## src/wdc_pkg.sv

```systemverilog
// Constants, register map and carrier types for the watchdog and wake-up block.
// Assumes a single 50 MHz AHB-Lite clock domain; sub clock and port pins arrive asynchronously.
// What this block does
// Sleep or idle wakes on port, interrupt, overflow
// Overflow wake-up starts a watchdog reset
// Power-down flag: clear on power-up/clear, set on halt
// Time-out flag set on every watchdog time-out
// Normal time-out full reset; asleep resets only PC, SP
// Each port pin has own wake enable bit
// Port wake resumes after halt instruction
// Disabled or stack-full interrupt resumes, stays pending
// Enabled interrupt with stack room takes vector
// Flag already set before halt cannot wake
// Watchdog counts sub clock, source from select register
// Period select picks two-power sub-clock count
// Key disables on 10101, enables on 01010, else resets
// Invalid key resets after 2 to 3 sub-clock cycles
// Key reset flag set by hardware, cleared by software
// Key loads 01010 at power-on
// Count cleared by key reset, clear instruction, halt
// Power-on reset sets program counter to zero; no pulse is sent for this, the core's own reset pin covers power-on
// Counter steps per sub clock, flags selected count
// Flags after reset follow the reset-cause table
package wdc_pkg;
  localparam logic [7:0] WDC_WDT_CTRL_RST = 8'h53;
  localparam logic [4:0] WDC_KEY_OFF = 5'h15;
  localparam logic [4:0] WDC_KEY_ON = 5'h0a;
  localparam int WDC_KEY_LSB = 3;
  localparam int WDC_CNT_W = 18;
  localparam int WDC_PA_W = 8;
  localparam int WDC_IRQ_W = 8;
  // Key reset fires on the third sub-clock edge after the bad value
  localparam logic [1:0] WDC_KEY_DLY = 2'h3;
  localparam logic [1:0] WDC_KEY_LAST = 2'h1;
  // Time-out period exponents, one per select code
  localparam int WDC_SH_P0 = 8;
  localparam int WDC_SH_P1 = 10;
  localparam int WDC_SH_P2 = 12;
  localparam int WDC_SH_P3 = 14;
  localparam int WDC_SH_P4 = 15;
  localparam int WDC_SH_P5 = 16;
  localparam int WDC_SH_P6 = 17;
  localparam int WDC_SH_P7 = 18;
  // Register byte offsets
  localparam logic [7:0] WDC_A_WDT_CTRL = 8'h00;
  localparam logic [7:0] WDC_A_SYS_FLAGS = 8'h04;
  localparam logic [7:0] WDC_A_PA_WAKE = 8'h08;
  localparam logic [7:0] WDC_A_SUBCLK_SEL = 8'h0c;
  localparam logic [7:0] WDC_A_STATUS = 8'h10;
  localparam logic [7:0] WDC_A_CMD = 8'h14;
  // Bit positions
  localparam int WDC_B_KEYRST = 0;
  localparam int WDC_B_TO = 0;
  localparam int WDC_B_PDF = 1;
  localparam int WDC_B_ASLEEP = 2;
  localparam int WDC_B_CLRWDT = 0;
  localparam int WDC_B_HALT = 1;
  typedef enum logic [1:0] {WDC_RUN = 2'b00, WDC_SLEEP = 2'b01, WDC_RSTHOLD = 2'b11} wdc_state_t;
  typedef struct packed {
    logic full_rst;
    logic pc_sp_rst;
    logic resume;
    logic take_irq;
  } wdc_core_t;
endpackage

```

## src/wdc_top.sv

```systemverilog
// Watchdog timer, key check, reset flags and sleep wake-up control.
// Assumes the core reports halt and clear-watchdog as one-cycle pulses on hclk or via the command register.
//
// Local design decisions: the placing of the registers and the AHB-Lite interface to the registers.
`timescale 1ns/1ps
module wdc_top import wdc_pkg::*; #(
  parameter int PA_W = WDC_PA_W,
  parameter int IRQ_W = WDC_IRQ_W
) (
  // Clock and reset
  input wire logic hclk,
  input wire logic hresetn,
  // AHB-Lite slave
  input wire logic hsel,
  input wire logic [31:0] haddr,
  input wire logic [1:0] htrans,
  input wire logic hwrite,
  input wire logic [2:0] hsize,
  input wire logic [31:0] hwdata,
  input wire logic hready,
  output logic [31:0] hrdata,
  output logic hreadyout,
  output logic hresp,
  // Asynchronous sources
  input wire logic low_speed_internal_rc_clk,
  input wire logic lxt_clk,
  input wire logic [PA_W-1:0] porta_pins,
  // Core side
  input wire logic halt_instr,
  input wire logic clear_watchdog_instr,
  input wire logic [IRQ_W-1:0] irq_req,
  input wire logic [IRQ_W-1:0] irq_en,
  input wire logic stack_full,
  output wdc_core_t core_ctl,
  output logic asleep
);
  ////////////////////////////////////////////////////////////////////////////
  // Synchronisers: first stage read only by second
  logic [2:0] low_speed_internal_rc_s_ff, lxt_s_ff, nxt_low_speed_internal_rc_s, nxt_lxt_s;
  logic [PA_W-1:0] pa_s1_ff, pa_s2_ff, pa_d_ff, nxt_pa_s1, nxt_pa_s2, nxt_pa_d;

  // Sub-clock sources: two stages, then one more for the edge
  always_comb begin
    nxt_low_speed_internal_rc_s = {low_speed_internal_rc_s_ff[1:0], low_speed_internal_rc_clk};
    nxt_lxt_s = {lxt_s_ff[1:0], lxt_clk};
  end

  always_ff @(posedge hclk or negedge hresetn) begin
    if (!hresetn) begin
      low_speed_internal_rc_s_ff <= 3'h0;
      lxt_s_ff <= 3'h0;
    end else begin
      low_speed_internal_rc_s_ff <= nxt_low_speed_internal_rc_s;
      lxt_s_ff <= nxt_lxt_s;
    end
  end

  // Pins reset high like their idle level, so no false edge follows reset
  always_comb begin
    nxt_pa_s1 = porta_pins;
    nxt_pa_s2 = pa_s1_ff;
    nxt_pa_d = pa_s2_ff;
  end

  always_ff @(posedge hclk or negedge hresetn) begin
    if (!hresetn) begin
      pa_s1_ff <= '1;
      pa_s2_ff <= '1;
      pa_d_ff <= '1;
    end else begin
      pa_s1_ff <= nxt_pa_s1;
      pa_s2_ff <= nxt_pa_s2;
      pa_d_ff <= nxt_pa_d;
    end
  end

  ////////////////////////////////////////////////////////////////////////////
  // Registers and state
  logic [7:0] wdt_ctrl_ff, nxt_wdt_ctrl;
  logic key_flag_ff, nxt_key_flag;
  logic [PA_W-1:0] porta_wake_enable_ff, nxt_porta_wake_enable;
  logic sub_clock_select_reg_ff, nxt_sub_clock_select_reg;
  logic timeout_flag_ff, nxt_timeout_flag;
  logic power_down_flag_ff, nxt_power_down_flag;
  logic [WDC_CNT_W-1:0] cnt_ff, nxt_cnt;
  logic [1:0] keydly_ff, nxt_keydly;
  logic key_bad_ff, nxt_key_bad;
  logic [IRQ_W-1:0] irq_mask_ff, nxt_irq_mask;
  logic [IRQ_W-1:0] pend_ff, nxt_pend;
  wdc_state_t state_ff, nxt_state;
  wdc_core_t ctl_ff, nxt_ctl;
  logic ap_wr_ff, ap_rd_ff, nxt_ap_wr, nxt_ap_rd;
  logic [7:0] ap_addr_ff, nxt_ap_addr;
  logic [31:0] hrdata_ff, nxt_hrdata;

  logic [4:0] wdt_enable_key;
  logic [2:0] timeout_period_select;
  logic sub_tick, wdt_on, timeout, key_valid, porta_fall, irq_wake, do_clr, do_halt;
  logic [WDC_CNT_W-1:0] period_m1;

  assign wdt_enable_key = wdt_ctrl_ff[7:WDC_KEY_LSB];
  assign timeout_period_select = wdt_ctrl_ff[WDC_KEY_LSB-1:0];
  // Sub clock rising edge from the selected low-speed source
  assign sub_tick = sub_clock_select_reg_ff ? (lxt_s_ff[1] & ~lxt_s_ff[2]) : (low_speed_internal_rc_s_ff[1] & ~low_speed_internal_rc_s_ff[2]);
  assign key_valid = (wdt_enable_key == WDC_KEY_OFF) || (wdt_enable_key == WDC_KEY_ON);
  assign wdt_on = (wdt_enable_key == WDC_KEY_ON);
  // Sleep counts only while the sub clock runs; stopped sources simply never tick
  assign timeout = wdt_on && sub_tick && (cnt_ff == period_m1);
  assign porta_fall = |(pa_d_ff & ~pa_s2_ff & porta_wake_enable_ff);
  // Only requests raised after halt may wake
  assign irq_wake = |(irq_req & ~irq_mask_ff);

  always_comb begin
    period_m1 = '0;
    case (timeout_period_select)
      3'h0: period_m1 = WDC_CNT_W'((1 << WDC_SH_P0) - 1);
      3'h1: period_m1 = WDC_CNT_W'((1 << WDC_SH_P1) - 1);
      3'h2: period_m1 = WDC_CNT_W'((1 << WDC_SH_P2) - 1);
      3'h3: period_m1 = WDC_CNT_W'((1 << WDC_SH_P3) - 1);
      3'h4: period_m1 = WDC_CNT_W'((1 << WDC_SH_P4) - 1);
      3'h5: period_m1 = WDC_CNT_W'((1 << WDC_SH_P5) - 1);
      3'h6: period_m1 = WDC_CNT_W'((1 << WDC_SH_P6) - 1);
      default: period_m1 = WDC_CNT_W'((1 << WDC_SH_P7) - 1);
    endcase
  end

  ////////////////////////////////////////////////////////////////////////////
  // Bus slave: zero wait states, always OKAY
  logic bus_wr;
  assign bus_wr = ap_wr_ff;
  assign do_clr = clear_watchdog_instr || (bus_wr && ap_addr_ff == WDC_A_CMD && hwdata[WDC_B_CLRWDT]);
  assign do_halt = halt_instr || (bus_wr && ap_addr_ff == WDC_A_CMD && hwdata[WDC_B_HALT]);
  assign hreadyout = 1'b1;
  assign hresp = 1'b0;
  assign hrdata = hrdata_ff;

  always_comb begin
    nxt_ap_wr = hsel && hready && htrans[1] && hwrite;
    nxt_ap_rd = hsel && hready && htrans[1] && !hwrite;
    nxt_ap_addr = haddr[7:0];
    nxt_hrdata = 32'h0;
    if (nxt_ap_rd) begin
      case (nxt_ap_addr)
        WDC_A_WDT_CTRL: nxt_hrdata = {24'h0, wdt_ctrl_ff};
        WDC_A_SYS_FLAGS: nxt_hrdata = {31'h0, key_flag_ff};
        WDC_A_PA_WAKE: nxt_hrdata = 32'(porta_wake_enable_ff);
        WDC_A_SUBCLK_SEL: nxt_hrdata = {31'h0, sub_clock_select_reg_ff};
        WDC_A_STATUS: nxt_hrdata = {29'h0, state_ff == WDC_SLEEP, power_down_flag_ff, timeout_flag_ff};
        default: nxt_hrdata = 32'h0;
      endcase
    end
  end

  ////////////////////////////////////////////////////////////////////////////
  // Decoded events shared by the state groups
  logic wr_ctrl, wr_flags, wr_pawe, wr_subsel;
  logic key_rst, run_tmo, halt_go, slp_tmo, irq_go, irq_vec, pin_go, pend_srv;

  assign wr_ctrl = bus_wr && (ap_addr_ff == WDC_A_WDT_CTRL);
  assign wr_flags = bus_wr && (ap_addr_ff == WDC_A_SYS_FLAGS);
  assign wr_pawe = bus_wr && (ap_addr_ff == WDC_A_PA_WAKE);
  assign wr_subsel = bus_wr && (ap_addr_ff == WDC_A_SUBCLK_SEL);
  // Invalid key: reset on the third sub-clock edge, 2 to 3 periods late
  assign key_rst = key_bad_ff && sub_tick && (keydly_ff == WDC_KEY_LAST);
  // Watchdog beats a halt or a wake-up that lands in the same cycle
  assign run_tmo = (state_ff == WDC_RUN) && timeout;
  assign halt_go = (state_ff == WDC_RUN) && !timeout && do_halt;
  assign slp_tmo = (state_ff == WDC_SLEEP) && timeout;
  // Interrupt wake has priority over a port wake
  assign irq_go = (state_ff == WDC_SLEEP) && !timeout && irq_wake;
  assign irq_vec = irq_go && |(irq_req & ~irq_mask_ff & irq_en) && !stack_full;
  assign pin_go = (state_ff == WDC_SLEEP) && !timeout && !irq_wake && porta_fall;
  // Held requests are served once enabled with stack room
  assign pend_srv = (state_ff == WDC_RUN) && |(pend_ff & irq_en) && !stack_full;

  ////////////////////////////////////////////////////////////////////////////
  // Bus pipeline registers
  always_ff @(posedge hclk or negedge hresetn) begin
    if (!hresetn) begin
      ap_wr_ff <= 1'b0;
      ap_rd_ff <= 1'b0;
      ap_addr_ff <= 8'h0;
      hrdata_ff <= 32'h0;
    end else begin
      ap_wr_ff <= nxt_ap_wr;
      ap_rd_ff <= nxt_ap_rd;
      ap_addr_ff <= nxt_ap_addr;
      hrdata_ff <= nxt_hrdata;
    end
  end

  ////////////////////////////////////////////////////////////////////////////
  // Software registers
  always_comb begin
    nxt_wdt_ctrl = wdt_ctrl_ff;
    nxt_key_flag = key_flag_ff;
    nxt_porta_wake_enable = porta_wake_enable_ff;
    nxt_sub_clock_select_reg = sub_clock_select_reg_ff;
    if (wr_ctrl) begin
      nxt_wdt_ctrl = hwdata[7:0];
    end
    // Software may only clear the key reset flag
    if (wr_flags && !hwdata[WDC_B_KEYRST]) begin
      nxt_key_flag = 1'b0;
    end
    if (wr_pawe) begin
      nxt_porta_wake_enable = hwdata[PA_W-1:0];
    end
    if (wr_subsel) begin
      nxt_sub_clock_select_reg = hwdata[0];
    end
    // Key reset restores the power-on value; a clear in the same cycle loses
    if (key_rst) begin
      nxt_wdt_ctrl = WDC_WDT_CTRL_RST;
      nxt_key_flag = 1'b1;
    end
  end

  // Power-on: key enabled, flag clear, no pins armed, internal RC selected
  always_ff @(posedge hclk or negedge hresetn) begin
    if (!hresetn) begin
      wdt_ctrl_ff <= WDC_WDT_CTRL_RST;
      key_flag_ff <= 1'b0;
      porta_wake_enable_ff <= '0;
      sub_clock_select_reg_ff <= 1'b0;
    end else begin
      wdt_ctrl_ff <= nxt_wdt_ctrl;
      key_flag_ff <= nxt_key_flag;
      porta_wake_enable_ff <= nxt_porta_wake_enable;
      sub_clock_select_reg_ff <= nxt_sub_clock_select_reg;
    end
  end

  ////////////////////////////////////////////////////////////////////////////
  // Time-out and power-down flags
  always_comb begin
    nxt_timeout_flag = timeout_flag_ff;
    nxt_power_down_flag = power_down_flag_ff;
    // Clearing the watchdog also clears both flags
    if (do_clr) begin
      nxt_timeout_flag = 1'b0;
      nxt_power_down_flag = 1'b0;
    end
    if (halt_go) begin
      nxt_timeout_flag = 1'b0;
      nxt_power_down_flag = 1'b1;
    end
    // Asleep the power-down flag stays set, so both read 1
    if (run_tmo || slp_tmo) begin
      nxt_timeout_flag = 1'b1;
    end
  end

  // Power-on clears both flags
  always_ff @(posedge hclk or negedge hresetn) begin
    if (!hresetn) begin
      timeout_flag_ff <= 1'b0;
      power_down_flag_ff <= 1'b0;
    end else begin
      timeout_flag_ff <= nxt_timeout_flag;
      power_down_flag_ff <= nxt_power_down_flag;
    end
  end

  ////////////////////////////////////////////////////////////////////////////
  // Watchdog counter and key check
  always_comb begin
    nxt_cnt = cnt_ff;
    nxt_keydly = keydly_ff;
    nxt_key_bad = key_bad_ff;
    if (wdt_on && sub_tick) begin
      nxt_cnt = WDC_CNT_W'(cnt_ff + 1'b1);
    end
    if (do_clr || key_rst || halt_go || run_tmo || slp_tmo) begin
      nxt_cnt = '0;
    end
    // A bad key arms the delay once; writing a good key late does not cancel it
    if (!key_valid && !key_bad_ff) begin
      nxt_key_bad = 1'b1;
      nxt_keydly = WDC_KEY_DLY;
    end else if (key_bad_ff && sub_tick) begin
      nxt_keydly = 2'(keydly_ff - 1'b1);
      if (key_rst) begin
        nxt_key_bad = 1'b0;
      end
    end
  end

  always_ff @(posedge hclk or negedge hresetn) begin
    if (!hresetn) begin
      cnt_ff <= '0;
      keydly_ff <= 2'h0;
      key_bad_ff <= 1'b0;
    end else begin
      cnt_ff <= nxt_cnt;
      keydly_ff <= nxt_keydly;
      key_bad_ff <= nxt_key_bad;
    end
  end

  ////////////////////////////////////////////////////////////////////////////
  // Sleep state, interrupt masking and pending requests
  always_comb begin
    nxt_state = state_ff;
    nxt_irq_mask = irq_mask_ff;
    nxt_pend = pend_ff;
    case (state_ff)
      WDC_RUN: begin
        if (halt_go) begin
          // Only requests raised after halt may wake
          nxt_irq_mask = irq_req;
          nxt_state = WDC_SLEEP;
        end
        if (pend_srv) begin
          nxt_pend = pend_ff & ~irq_en;
        end
      end
      WDC_SLEEP: begin
        if (irq_go && !irq_vec) begin
          nxt_pend = pend_ff | (irq_req & ~irq_mask_ff);
        end
        if (slp_tmo || irq_go || pin_go) begin
          nxt_state = WDC_RUN;
        end
      end
      default: nxt_state = WDC_RUN;
    endcase
    // A full reset never leaves the core asleep
    if (key_rst) begin
      nxt_state = WDC_RUN;
    end
  end

  always_ff @(posedge hclk or negedge hresetn) begin
    if (!hresetn) begin
      irq_mask_ff <= '0;
      pend_ff <= '0;
      state_ff <= WDC_RUN;
    end else begin
      irq_mask_ff <= nxt_irq_mask;
      pend_ff <= nxt_pend;
      state_ff <= nxt_state;
    end
  end

  ////////////////////////////////////////////////////////////////////////////
  // Core commands, one-cycle pulses
  // The core's own reset pin covers power-on, so no pulse follows it
  always_comb begin
    nxt_ctl = '0;
    if (run_tmo || key_rst) begin
      nxt_ctl.full_rst = 1'b1;
    end
    // A key reset outranks the sleeping time-out
    if (slp_tmo && !key_rst) begin
      nxt_ctl.pc_sp_rst = 1'b1;
    end
    if ((irq_go && !irq_vec) || pin_go) begin
      nxt_ctl.resume = 1'b1;
    end
    if (irq_vec || pend_srv) begin
      nxt_ctl.take_irq = 1'b1;
    end
  end

  always_ff @(posedge hclk or negedge hresetn) begin
    if (!hresetn) begin
      ctl_ff <= '0;
    end else begin
      ctl_ff <= nxt_ctl;
    end
  end

  assign core_ctl = ctl_ff;
  assign asleep = (state_ff == WDC_SLEEP);
endmodule // wdc_top

```

## config.mk

```make
export PLATFORM = sky130hd
export DESIGN_NAME = wdc_top
export DESIGN_NICKNAME = d
export VERILOG_FILES = /design/src/wdc_pkg.sv /design/src/wdc_top.sv
export SDC_FILE = /design/constraint.sdc
export NUM_CORES = 1
export LEC_CHECK = 0
export BUFFER_PORTS_ARGS = -buffer_cell sky130_fd_sc_hd__buf_2
export CORE_UTILIZATION = 27
export CTS_CLUSTER_DIAMETER = 150
export DETAILED_ROUTE_END_ITERATION = 16
export PLACE_DENSITY = 0.44
export SKIP_CTS_REPAIR_TIMING = 1
export SYNTH_ARGS = -nofsm -noshare
export SYNTH_HDL_FRONTEND = slang
export SYNTH_SLANG_ARGS = --single-unit
```

## constraint.sdc

```tcl
create_clock -name hclk -period 3.48 [get_ports hclk]
set_clock_uncertainty 0.1 [all_clocks]
set_input_delay 0.348 -clock hclk [delete_from_list [all_inputs] [get_ports hclk]]
set_output_delay 0.348 -clock hclk [all_outputs]
set_load 0.05 [all_outputs]
```

==> reports/summary.log, run 1 <==
qor: power_and_ir_drop.pwr_density_cell 538.7 mW/mm²
qor: critical_path.crit_slowest_cell sky130_fd_sc_hd__a211o_1
qor: critical_path.cp.buffers_inverters 0
qor: finish.antenna-diode-count 0
qor: timing.final.setup.tns 0 ns
qor: critical_path.worst-endpoint-required 3.62 ns
qor: timing.relSlewSlack 26.62%
qor: drt.drcViolationCount 0
qor: grt.antenna_violations_before_repair 0
qor: drt.route.detailed.wl_per_inst 14.04 µm
qor: clock_tree.worst_setup_hold_path_clk_slew 0.07 ns
qor: critical_path.worstSetupPathType reg -> reg
qor: finish.multi_input_comb_area 0.001788 mm²
qor: logic_synthesis.yosysTopAreaCell sky130_fd_sc_hd__dfrtp_1
qor: logic_synthesis.area_fraction_in_compound_gates_after_synthesis 7.918%
qor: run_status.outcome finished with violations
qor: timing.setup-violations-final 0
qor: critical_path.cp_cell_sequence or3b_1 -> a211o_1 -> nor3_4 -> nand4_4 -> o211ai_4 -> mux2_2
qor: logic_synthesis.top_area_cells_in_the_synthesized_netlist sky130_fd_sc_hd__dfrtp_1, sky130_fd_sc_hd__dfstp_2, sky130_fd_sc_hd__nand2_1
qor: timing.finalHoldViolCount 14
qor: logic_synthesis.synthArstFlopShare 100.0%
qor: placed_design.place.gp.congestion 0.7431
qor: finish.fin_nets 607
qor: floorplan.num_io_pins 142
qor: floorplan.chipHeight 134.3 µm
qor: floorplan.core.rowCount 48
qor: min_path.timing.hold.worst.class in -> async
qor: timing.finalMaxSlewViolations 0
qor: logic_synthesis.multiplexer_share_of_the_synthesized_area 5.535%
qor: critical_path.critical_path_peak_fanout 10
qor: drt.drt_iter0_drc 188
qor: finish.registers.top_by_ff_count cnt_ff
qor: finish.flow.area_growth_from_synthesis 18.83%
qor: power_and_ir_drop.total_power 3024 µW
qor: critical_path.worst_setup_path_start_kind register
qor: clock_tree.number_of_buffers_inserted_during_clock_tree_synthesis 9
qor: grt.grt_first_pass_wirelength 16890 µm
qor: finish.finish.cell_count_without_fillers 732
qor: floorplan.fp.dieW 134.3 µm
qor: critical_path.critical_path_arrival 3.01 ns
qor: logic_synthesis.post_synth_xor_area_fraction 3.522%
qor: logic_synthesis.synthDominantCellAreaShare 42.90%
qor: finish.filler_cell_count 1782
qor: floorplan.initial_core_util 27.51%
qor: logic_synthesis.post_synth_num_cell_types 53
qor: finish.most_frequent_standard_cell_in_the_layout_excluding_fill_and_tap_cells sky130_fd_sc_hd__dfrtp_1
qor: timing.unrepaired_setup_endpoints_after_global_routing false
qor: logic_synthesis.synth-edff-count 0
qor: power_and_ir_drop.max-vdd-ir-drop 0.0003011 V
qor: floorplan.fp.dieArea 0.01803 mm²
qor: clock_tree.clock_tree_root_buffer_cell sky130_fd_sc_hd__clkbuf_16
qor: placed_design.dpl.cell_count 704
qor: timing.layout_min_cycle_time 2.867 ns
qor: finish.final_core_util 32.68%
qor: clock_tree.ctsHtreeMaxLevel 3
qor: timing.hold-worst-slack -0.008598 ns
qor: placed_design.numPortBuffers 63
qor: drt.totalWireLength 10280 µm
qor: logic_synthesis.synth-seq-cells 109
qor: logic_synthesis.synth_sequential_area_ratio 58.47%
qor: grt.globalRouteTotalUtil 12.22%
qor: run_status.failed_checks negative hold slack
qor: timing.achievable-frequency 0.3487 GHz
qor: grt.grt_pass1_vias 3220
qor: clock_tree.maximum_buffer_depth_of_the_clock_tree 2
qor: flow_run.max_cap_viol_count 0
qor: drt.ant_nets 0
qor: finish.drive_gt1_share 26.23%
qor: logic_synthesis.netlist_area 0.004725 mm²
qor: critical_path.critical-path-top-delay-family simple AND/OR/NAND/NOR gates
qor: logic_synthesis.ys_warn_count 0
qor: finish.regArea 0.002763 mm²
qor: finish.largest_register_ffs 18
qor: critical_path.crit_path_max_incr_delay 0.47 ns
qor: power_and_ir_drop.cellLeakagePower 0.002551 µW
qor: grt.grt_remaining_overflow 0
qor: clock_tree.tritoncts done
qor: placed_design.dp_hpwl 7332 µm
qor: clock_tree.cts.sinks 109
qor: timing.final_min_period_over_clock_period 82.40%
qor: logic_synthesis.yosys.area_share.adder 0.5297%
qor: floorplan.fp.coreArea 0.01718 mm²
qor: drt.via_count 3240
qor: timing.tightest_slew 1.093 ns
qor: drt.detail_route.vias_per_cell 4.426
qor: clock_tree.insertion_delay 0.35 ns
qor: critical_path.worstSetupEndpointType register
qor: logic_synthesis.synth-simple-area-share 18.27%
qor: grt.largest_net_degree_at_the_start_of_global_routing 65
qor: logic_synthesis.post_synthesis_cell_count 423
qor: logic_synthesis.synth_top_family_by_area simple AND/OR/NAND/NOR gates
qor: finish.mostFrequentLayoutCells sky130_fd_sc_hd__dfrtp_1, sky130_fd_sc_hd__buf_2, sky130_fd_sc_hd__nand2_1, sky130_fd_sc_hd__nor2_1, sky130_fd_sc_hd__dfstp_2
qor: logic_synthesis.post_synth.cell_area_avg 11.17 µm²
qor: logic_synthesis.synth_top_flop_cell sky130_fd_sc_hd__dfrtp_1
qor: drt.drt_first_pass_iters 6
## cells by family after synthesis
kind of cell    count (synthesis)
fa+ha+maj                       2
mux                            24
buf+inv                        42
flops                         109
xor+xnor                       19
compound gates                 55
simple gates                  170
other cells                     2
## cell type report
type / instances / area share [%]
flip-flops and latches: 109 / 49.21
well taps: 225 / 5.014
inverters: 8 / 0.5349
clock buffers: 12 / 4.569
clock inverters: 4 / 0.4012
multi-input cells: 296 / 31.85
repair buffers: 78 / 8.424
## routing by layer
| metal | vias to the layer above | share of wire (%) | GRT usage (%) |
|---|---|---|---|
| met1 | 1569 | 47 | 16.08 |
| li1 | 1565 | - | - |
| met5 | - | 0 | 0 |
| met2 | 93 | 47 | 19.08 |
| met3 | 13 | 4.5 | 3.175 |
| met4 | 0 | 2.0 | 4.994 |
## final timing paths
kind                                                         startpoint                                      end  slack [ns]  cells after the start
min in group hclk                                              haddr[5]                  ap_addr_ff[5]$_DFF_PN0_        0.02                      1
worst max-delay path                sub_clock_select_reg_ff$_DFFE_PN0P_               irq_mask_ff[6]$_DFFE_PN0P_        0.61                      6
worst min-delay path                                            hresetn      porta_wake_enable_ff[4]$_DFFE_PN0P_      -0.009                      1
max in group asynchronous                                       hresetn               wdt_ctrl_ff[0]$_DFFE_PN1P_        2.51                      2
worst min register to register  low_speed_internal_rc_s_ff[0]$_DFF_PN0_  low_speed_internal_rc_s_ff[1]$_DFF_PN0_        0.25                      0
worst max register to register      sub_clock_select_reg_ff$_DFFE_PN0P_               irq_mask_ff[6]$_DFFE_PN0P_        0.61                      6
## Yosys cell counts (5+ instances only)
| library cell | n |
|---|---|
| sky130_fd_sc_hd__xnor2_1 | 7 |
| sky130_fd_sc_hd__a22oi_1 | 11 |
| sky130_fd_sc_hd__xor2_1 | 12 |
| sky130_fd_sc_hd__mux2_2 | 17 |
| sky130_fd_sc_hd__nand4_1 | 5 |
| sky130_fd_sc_hd__clkbuf_1 | 6 |
| sky130_fd_sc_hd__dfstp_2 | 28 |
| sky130_fd_sc_hd__nor3_1 | 5 |
| sky130_fd_sc_hd__nand2_1 | 56 |
| sky130_fd_sc_hd__a21oi_1 | 8 |
| sky130_fd_sc_hd__nand3b_1 | 10 |
| sky130_fd_sc_hd__nor4_1 | 7 |
| sky130_fd_sc_hd__buf_4 | 26 |
| sky130_fd_sc_hd__inv_1 | 8 |
| sky130_fd_sc_hd__nor2b_1 | 7 |
| sky130_fd_sc_hd__mux2i_1 | 7 |
| sky130_fd_sc_hd__nor2_1 | 40 |
| sky130_fd_sc_hd__nand3_1 | 15 |
| sky130_fd_sc_hd__o21ai_0 | 16 |
| sky130_fd_sc_hd__dfrtp_1 | 81 |
## power by group
part           internal [µW]  switching, µW
logic                    191            333
registers               1420            108
clock network            521            447
## stage by stage
step	instance area (µm²)	setup WS, ns
floorplan	4815	1.022
global placement	5215	0.5856
detailed placement	5215	0.5894
CTS	5494	0.5808
global route	5614	0.4242
finish	5614	0.6125
Power figures use the tool's default switching activity.
==> inputs of run 2 (changes only) <==
ABC_AREA = 1   (was unset)
PLACE_DENSITY = 0.45   (was 0.44)
clock period = 2.49 ns   (was 3.48 ns; I/O delays follow)
==> run 2 against run 1 <==
Effect of this change: clock power up 53%; first-iteration DRC count shrank 5.9%; wire length increased by 17%; synthesized cell count increased by 46%; final cell count rose by 33%; power rose by 52%; utilization rose by 0.63 points; highest routed layer unchanged; the flow now finishes without violations; sequential share of layout area fell by 5.3 points.
==> reports/summary.log, run 2 <==
qor: critical_path.worst_setup_path_start_kind primary input
qor: grt.grt_pass1_vias 4029 [+25%]
qor: critical_path.crit_path_max_incr_delay 0.53 ns [+0.06 ns]
qor: timing.relSlewSlack 64.34% [+38 points]
qor: finish.mostFrequentLayoutCells sky130_fd_sc_hd__nand2_1, sky130_fd_sc_hd__inv_1, sky130_fd_sc_hd__dfrtp_1, sky130_fd_sc_hd__buf_2, sky130_fd_sc_hd__nor2_1
qor: finish.filler_cell_count 2023 [+14%]
qor: critical_path.cp_common_cell sky130_fd_sc_hd__nor2_1
qor: timing.final_min_period_over_clock_period 84.17%
qor: logic_synthesis.synth_sequential_area_ratio 52.61% [-5.9 points]
qor: clock_tree.insertion_delay 0.36 ns [about the same]
qor: timing.finalHoldViolCount 0 [-14]
qor: placed_design.numPortBuffers 63 [unchanged]
qor: logic_synthesis.synthArstFlopShare 100.0% [unchanged]
qor: logic_synthesis.synth-edff-count 0 [unchanged]
qor: placed_design.place.gp.congestion 0.8354 [+12%]
qor: finish.flow.area_growth_from_synthesis 19.87%
qor: power_and_ir_drop.cellLeakagePower 0.003124 µW [+22%]
qor: power_and_ir_drop.net-switching-power 1585 µW [+79%]
qor: clock_tree.ctsHtreeMaxLevel 3 [unchanged]
qor: logic_synthesis.yosysTopAreaCell sky130_fd_sc_hd__dfrtp_1
qor: logic_synthesis.synth-seq-cells 109 [unchanged]
qor: drt.route.detailed.wl_per_inst 12.40 µm [-12%]
qor: power_and_ir_drop.internal_power 3020 µW [+41%]
qor: drt.via_count 4179 [+29%]
qor: power_and_ir_drop.clockPowerShare 32.0% [about the same]
qor: drt.top_signal_layer_used met4
qor: finish.largest_register_ffs 18 [unchanged]
qor: floorplan.num_io_pins 142 [unchanged]
qor: finish.most_frequent_standard_cell_in_the_layout_excluding_fill_and_tap_cells sky130_fd_sc_hd__nand2_1
qor: logic_synthesis.post_synth_num_cell_types 40 [-25%]
qor: grt.grt_first_pass_wirelength 20050 µm [+19%]
qor: floorplan.fp.dieW 141.5 µm [+5.3%]
qor: timing.setup-violations-final 0 [unchanged]
qor: logic_synthesis.yosys.cell_count.top_type sky130_fd_sc_hd__nand2_1
qor: critical_path.worst-endpoint-required 2.66 ns [-0.96 ns]
qor: floorplan.chipHeight 141.5 µm [+5.3%]
qor: critical_path.critical_path_peak_fanout 6 [-4]
qor: power_and_ir_drop.power.share.switching 34.42% [+5.1 points]
qor: run_status.outcome complete, no violations
qor: timing.unrepaired_setup_endpoints_after_global_routing false
qor: finish.final_core_util 33.32% [+0.63 points]
qor: clock_tree.cts.sinks 109 [unchanged]
qor: grt.antenna_violations_before_repair 0 [unchanged]
qor: logic_synthesis.post_synth.cell_area_avg 8.483 µm² [-24%]
qor: logic_synthesis.synthDominantCellAreaShare 38.60% [-4.3 points]
qor: grt.globalRouteTotalUtil 13.07% [+0.85 points]
qor: drt.totalWireLength 12070 µm [+17%]
qor: grt.grt_remaining_overflow 0 [unchanged]
qor: finish.registers.top_by_ff_count cnt_ff
qor: grt.largest_net_degree_at_the_start_of_global_routing 44 [-32%]
qor: clock_tree.tritoncts done
qor: critical_path.crit_reg_reg_startpoint wdt_ctrl_ff[1]$_DFFE_PN1P_
qor: logic_synthesis.synth_commonest_cells sky130_fd_sc_hd__nand2_1, sky130_fd_sc_hd__inv_1, sky130_fd_sc_hd__dfrtp_1
qor: placed_design.dp_hpwl 9143 µm [+25%]
qor: critical_path.critical_path_arrival 2.26 ns [-0.75 ns]
qor: clock_tree.worst_setup_hold_path_clk_slew 0.08 ns [about the same]
qor: timing.layout_min_cycle_time 2.096 ns
qor: timing.finalMaxSlewViolations 0 [unchanged]
qor: critical_path.cp_cell_sequence dlygate4sd3_1 -> buf_2 -> nor2_1 -> nand2_1 -> nor2_1 -> nand3_1 -> a211oi_2 -> inv_1 -> a21oi_1
qor: clock_tree.maximum_buffer_depth_of_the_clock_tree 2 [unchanged]
qor: logic_synthesis.post_synthesis_cell_count 619 [+46%]
qor: critical_path.worstSetupPathType in -> reg
qor: floorplan.fp.coreArea 0.01889 mm² [+10%]
qor: flow_run.max_cap_viol_count 0 [unchanged]
qor: drt.routed-wl-met3 547 µm [+18%]
qor: drt.met1_wirelength 5838 µm [+21%]
qor: timing.achievable-frequency 0.4772 GHz
qor: power_and_ir_drop.p_comb_share 22.2% [+4.9 points]
qor: critical_path.crit_slowest_cell sky130_fd_sc_hd__dlygate4sd3_1
qor: finish.antenna-diode-count 0 [unchanged]
qor: finish.drive_gt1_share 19.33% [-6.9 points]
qor: logic_synthesis.synth_top_flop_cell sky130_fd_sc_hd__dfrtp_1
qor: critical_path.launch_point_of_the_worst_path haddr[1]
qor: drt.detail_route.vias_per_cell 4.291 [-3.1%]
qor: min_path.holdCritStartpoint hwrite
qor: drt.drcViolationCount 0 [unchanged]
qor: drt.wl_met2 5492 µm [+15%]
qor: timing.final.setup.tns 0 ns [unchanged]
qor: finish.fin_nets 814 [+34%]
qor: logic_synthesis.top_area_cells_in_the_synthesized_netlist sky130_fd_sc_hd__dfrtp_1, sky130_fd_sc_hd__dfstp_2, sky130_fd_sc_hd__nand2_1
qor: power_and_ir_drop.pwr_density_cell 731.6 mW/mm² [+36%]
qor: power_and_ir_drop.seq_power_share 45.8% [-4.8 points]
qor: clock_tree.number_of_buffers_inserted_during_clock_tree_synthesis 9 [unchanged]
qor: floorplan.initial_core_util 27.79% [+0.29 points]
qor: min_path.timing.hold.worst.class in -> reg
qor: logic_synthesis.ys_warn_count 0 [unchanged]
qor: drt.drt_iter0_drc 177 [-5.9%]
qor: drt.drt_first_pass_iters 4 [-2]
qor: drt.ant_nets 0 [unchanged]
qor: floorplan.fp.dieArea 0.02001 mm² [+11%]
qor: timing.tightest_slew 0.5333 ns [-0.5601 ns]
qor: power_and_ir_drop.max-vdd-ir-drop 0.0003660 V [+22%]
qor: floorplan.core.rowCount 50 [+4.2%]
qor: critical_path.worstSetupEndpointType register
qor: logic_synthesis.netlist_area 0.005251 mm² [+11%]
qor: clock_tree.clock_tree_root_buffer_cell sky130_fd_sc_hd__clkbuf_16
## run 2: metrics by stage
| step | hold WS, ns | total power [µW] | area (µm²) | setup slack, ns | cells |
|---|---|---|---|---|---|
| after CTS | -0.3340 | 4665 | 6105 | 0.4976 | 955 |
| final | 0.01876 | 4605 | 6295 | 0.3943 | 974 |
| after detailed placement | 0.06468 | 3153 | 5798 | 0.5111 | 939 |
| after floorplan | -0.1466 | 2894 | 5341 | 0.7788 | 643 |
| after global routing | 0.03334 | 4906 | 6295 | 0.1865 | 974 |
| after global placement | 0.06119 | 3130 | 5798 | 0.5517 | 939 |
## run 2: kinds of logic after synthesis
family	Yosys count	synth area share (%)
flops	109	52.61
buf+inv	120	10.79
xor+xnor	7	1.168
simple gates	304	26.64
fa+ha+maj	2	0.4765
other cells	2	0.1430
compound gates	75	8.172
## run 2: path summary, 6_finish.rpt
path,cells after the start,endpoint,slack (ns)
worst max-delay path,9,hrdata[3]$_DFF_PN0_,0.39
worst min-delay path,3,ap_wr_ff$_DFF_PN0_,0.02
worst max register to register,10,pend_ff[3]$_DFFE_PN0P_,0.54
worst min register to register,0,lxt_s_ff[1]$_DFF_PN0_,0.26
max in group asynchronous,3,nxt_pa_s2[2]$_DFF_PN1_,1.34
min in group asynchronous,2,pend_ff[7]$_DFFE_PN0P_,0.22
## run 2: area by class of cell
| cell class | instances | area [µm²] | area share (%) |
|---|---|---|---|
| inverter | 88 | 330.3 | 5.247 |
| tap | 260 | 325.3 | 5.168 |
| clock inverter | 7 | 81.33 | 1.292 |
| clock buffer | 9 | 225.2 | 3.578 |
| multi-input combinational | 414 | 2012 | 31.96 |
| timing repair buffer | 87 | 558.0 | 8.865 |
| sequential | 109 | 2763 | 43.89 |
## run 2: per-layer routing
| layer | GRT usage [%] | up-vias |
|---|---|---|
| li1 | - | 2093 |
| met1 | 17.02 | 1965 |
| met2 | 20.95 | 107 |
| met3 | 3.240 | 14 |
| met4 | 4.980 | 0 |
| met5 | 0 | - |
## run 2: power by group through the flow
stage               clock (µW)  sequential (µW)  combinational, µW
floorplan                    0             2160                731
global placement             0             2140                993
detailed placement           0             2140               1010
global route              1610             2140               1160
CTS                       1540             2110               1020
finish                    1480             2110               1020
## run 2: critical path: cells and delay by family
family,cells,cell delay (ns)
buffers and inverters,3,0.83
AO/OA/AOI/OAI,2,0.56
AND/OR/NAND/NOR,4,0.63
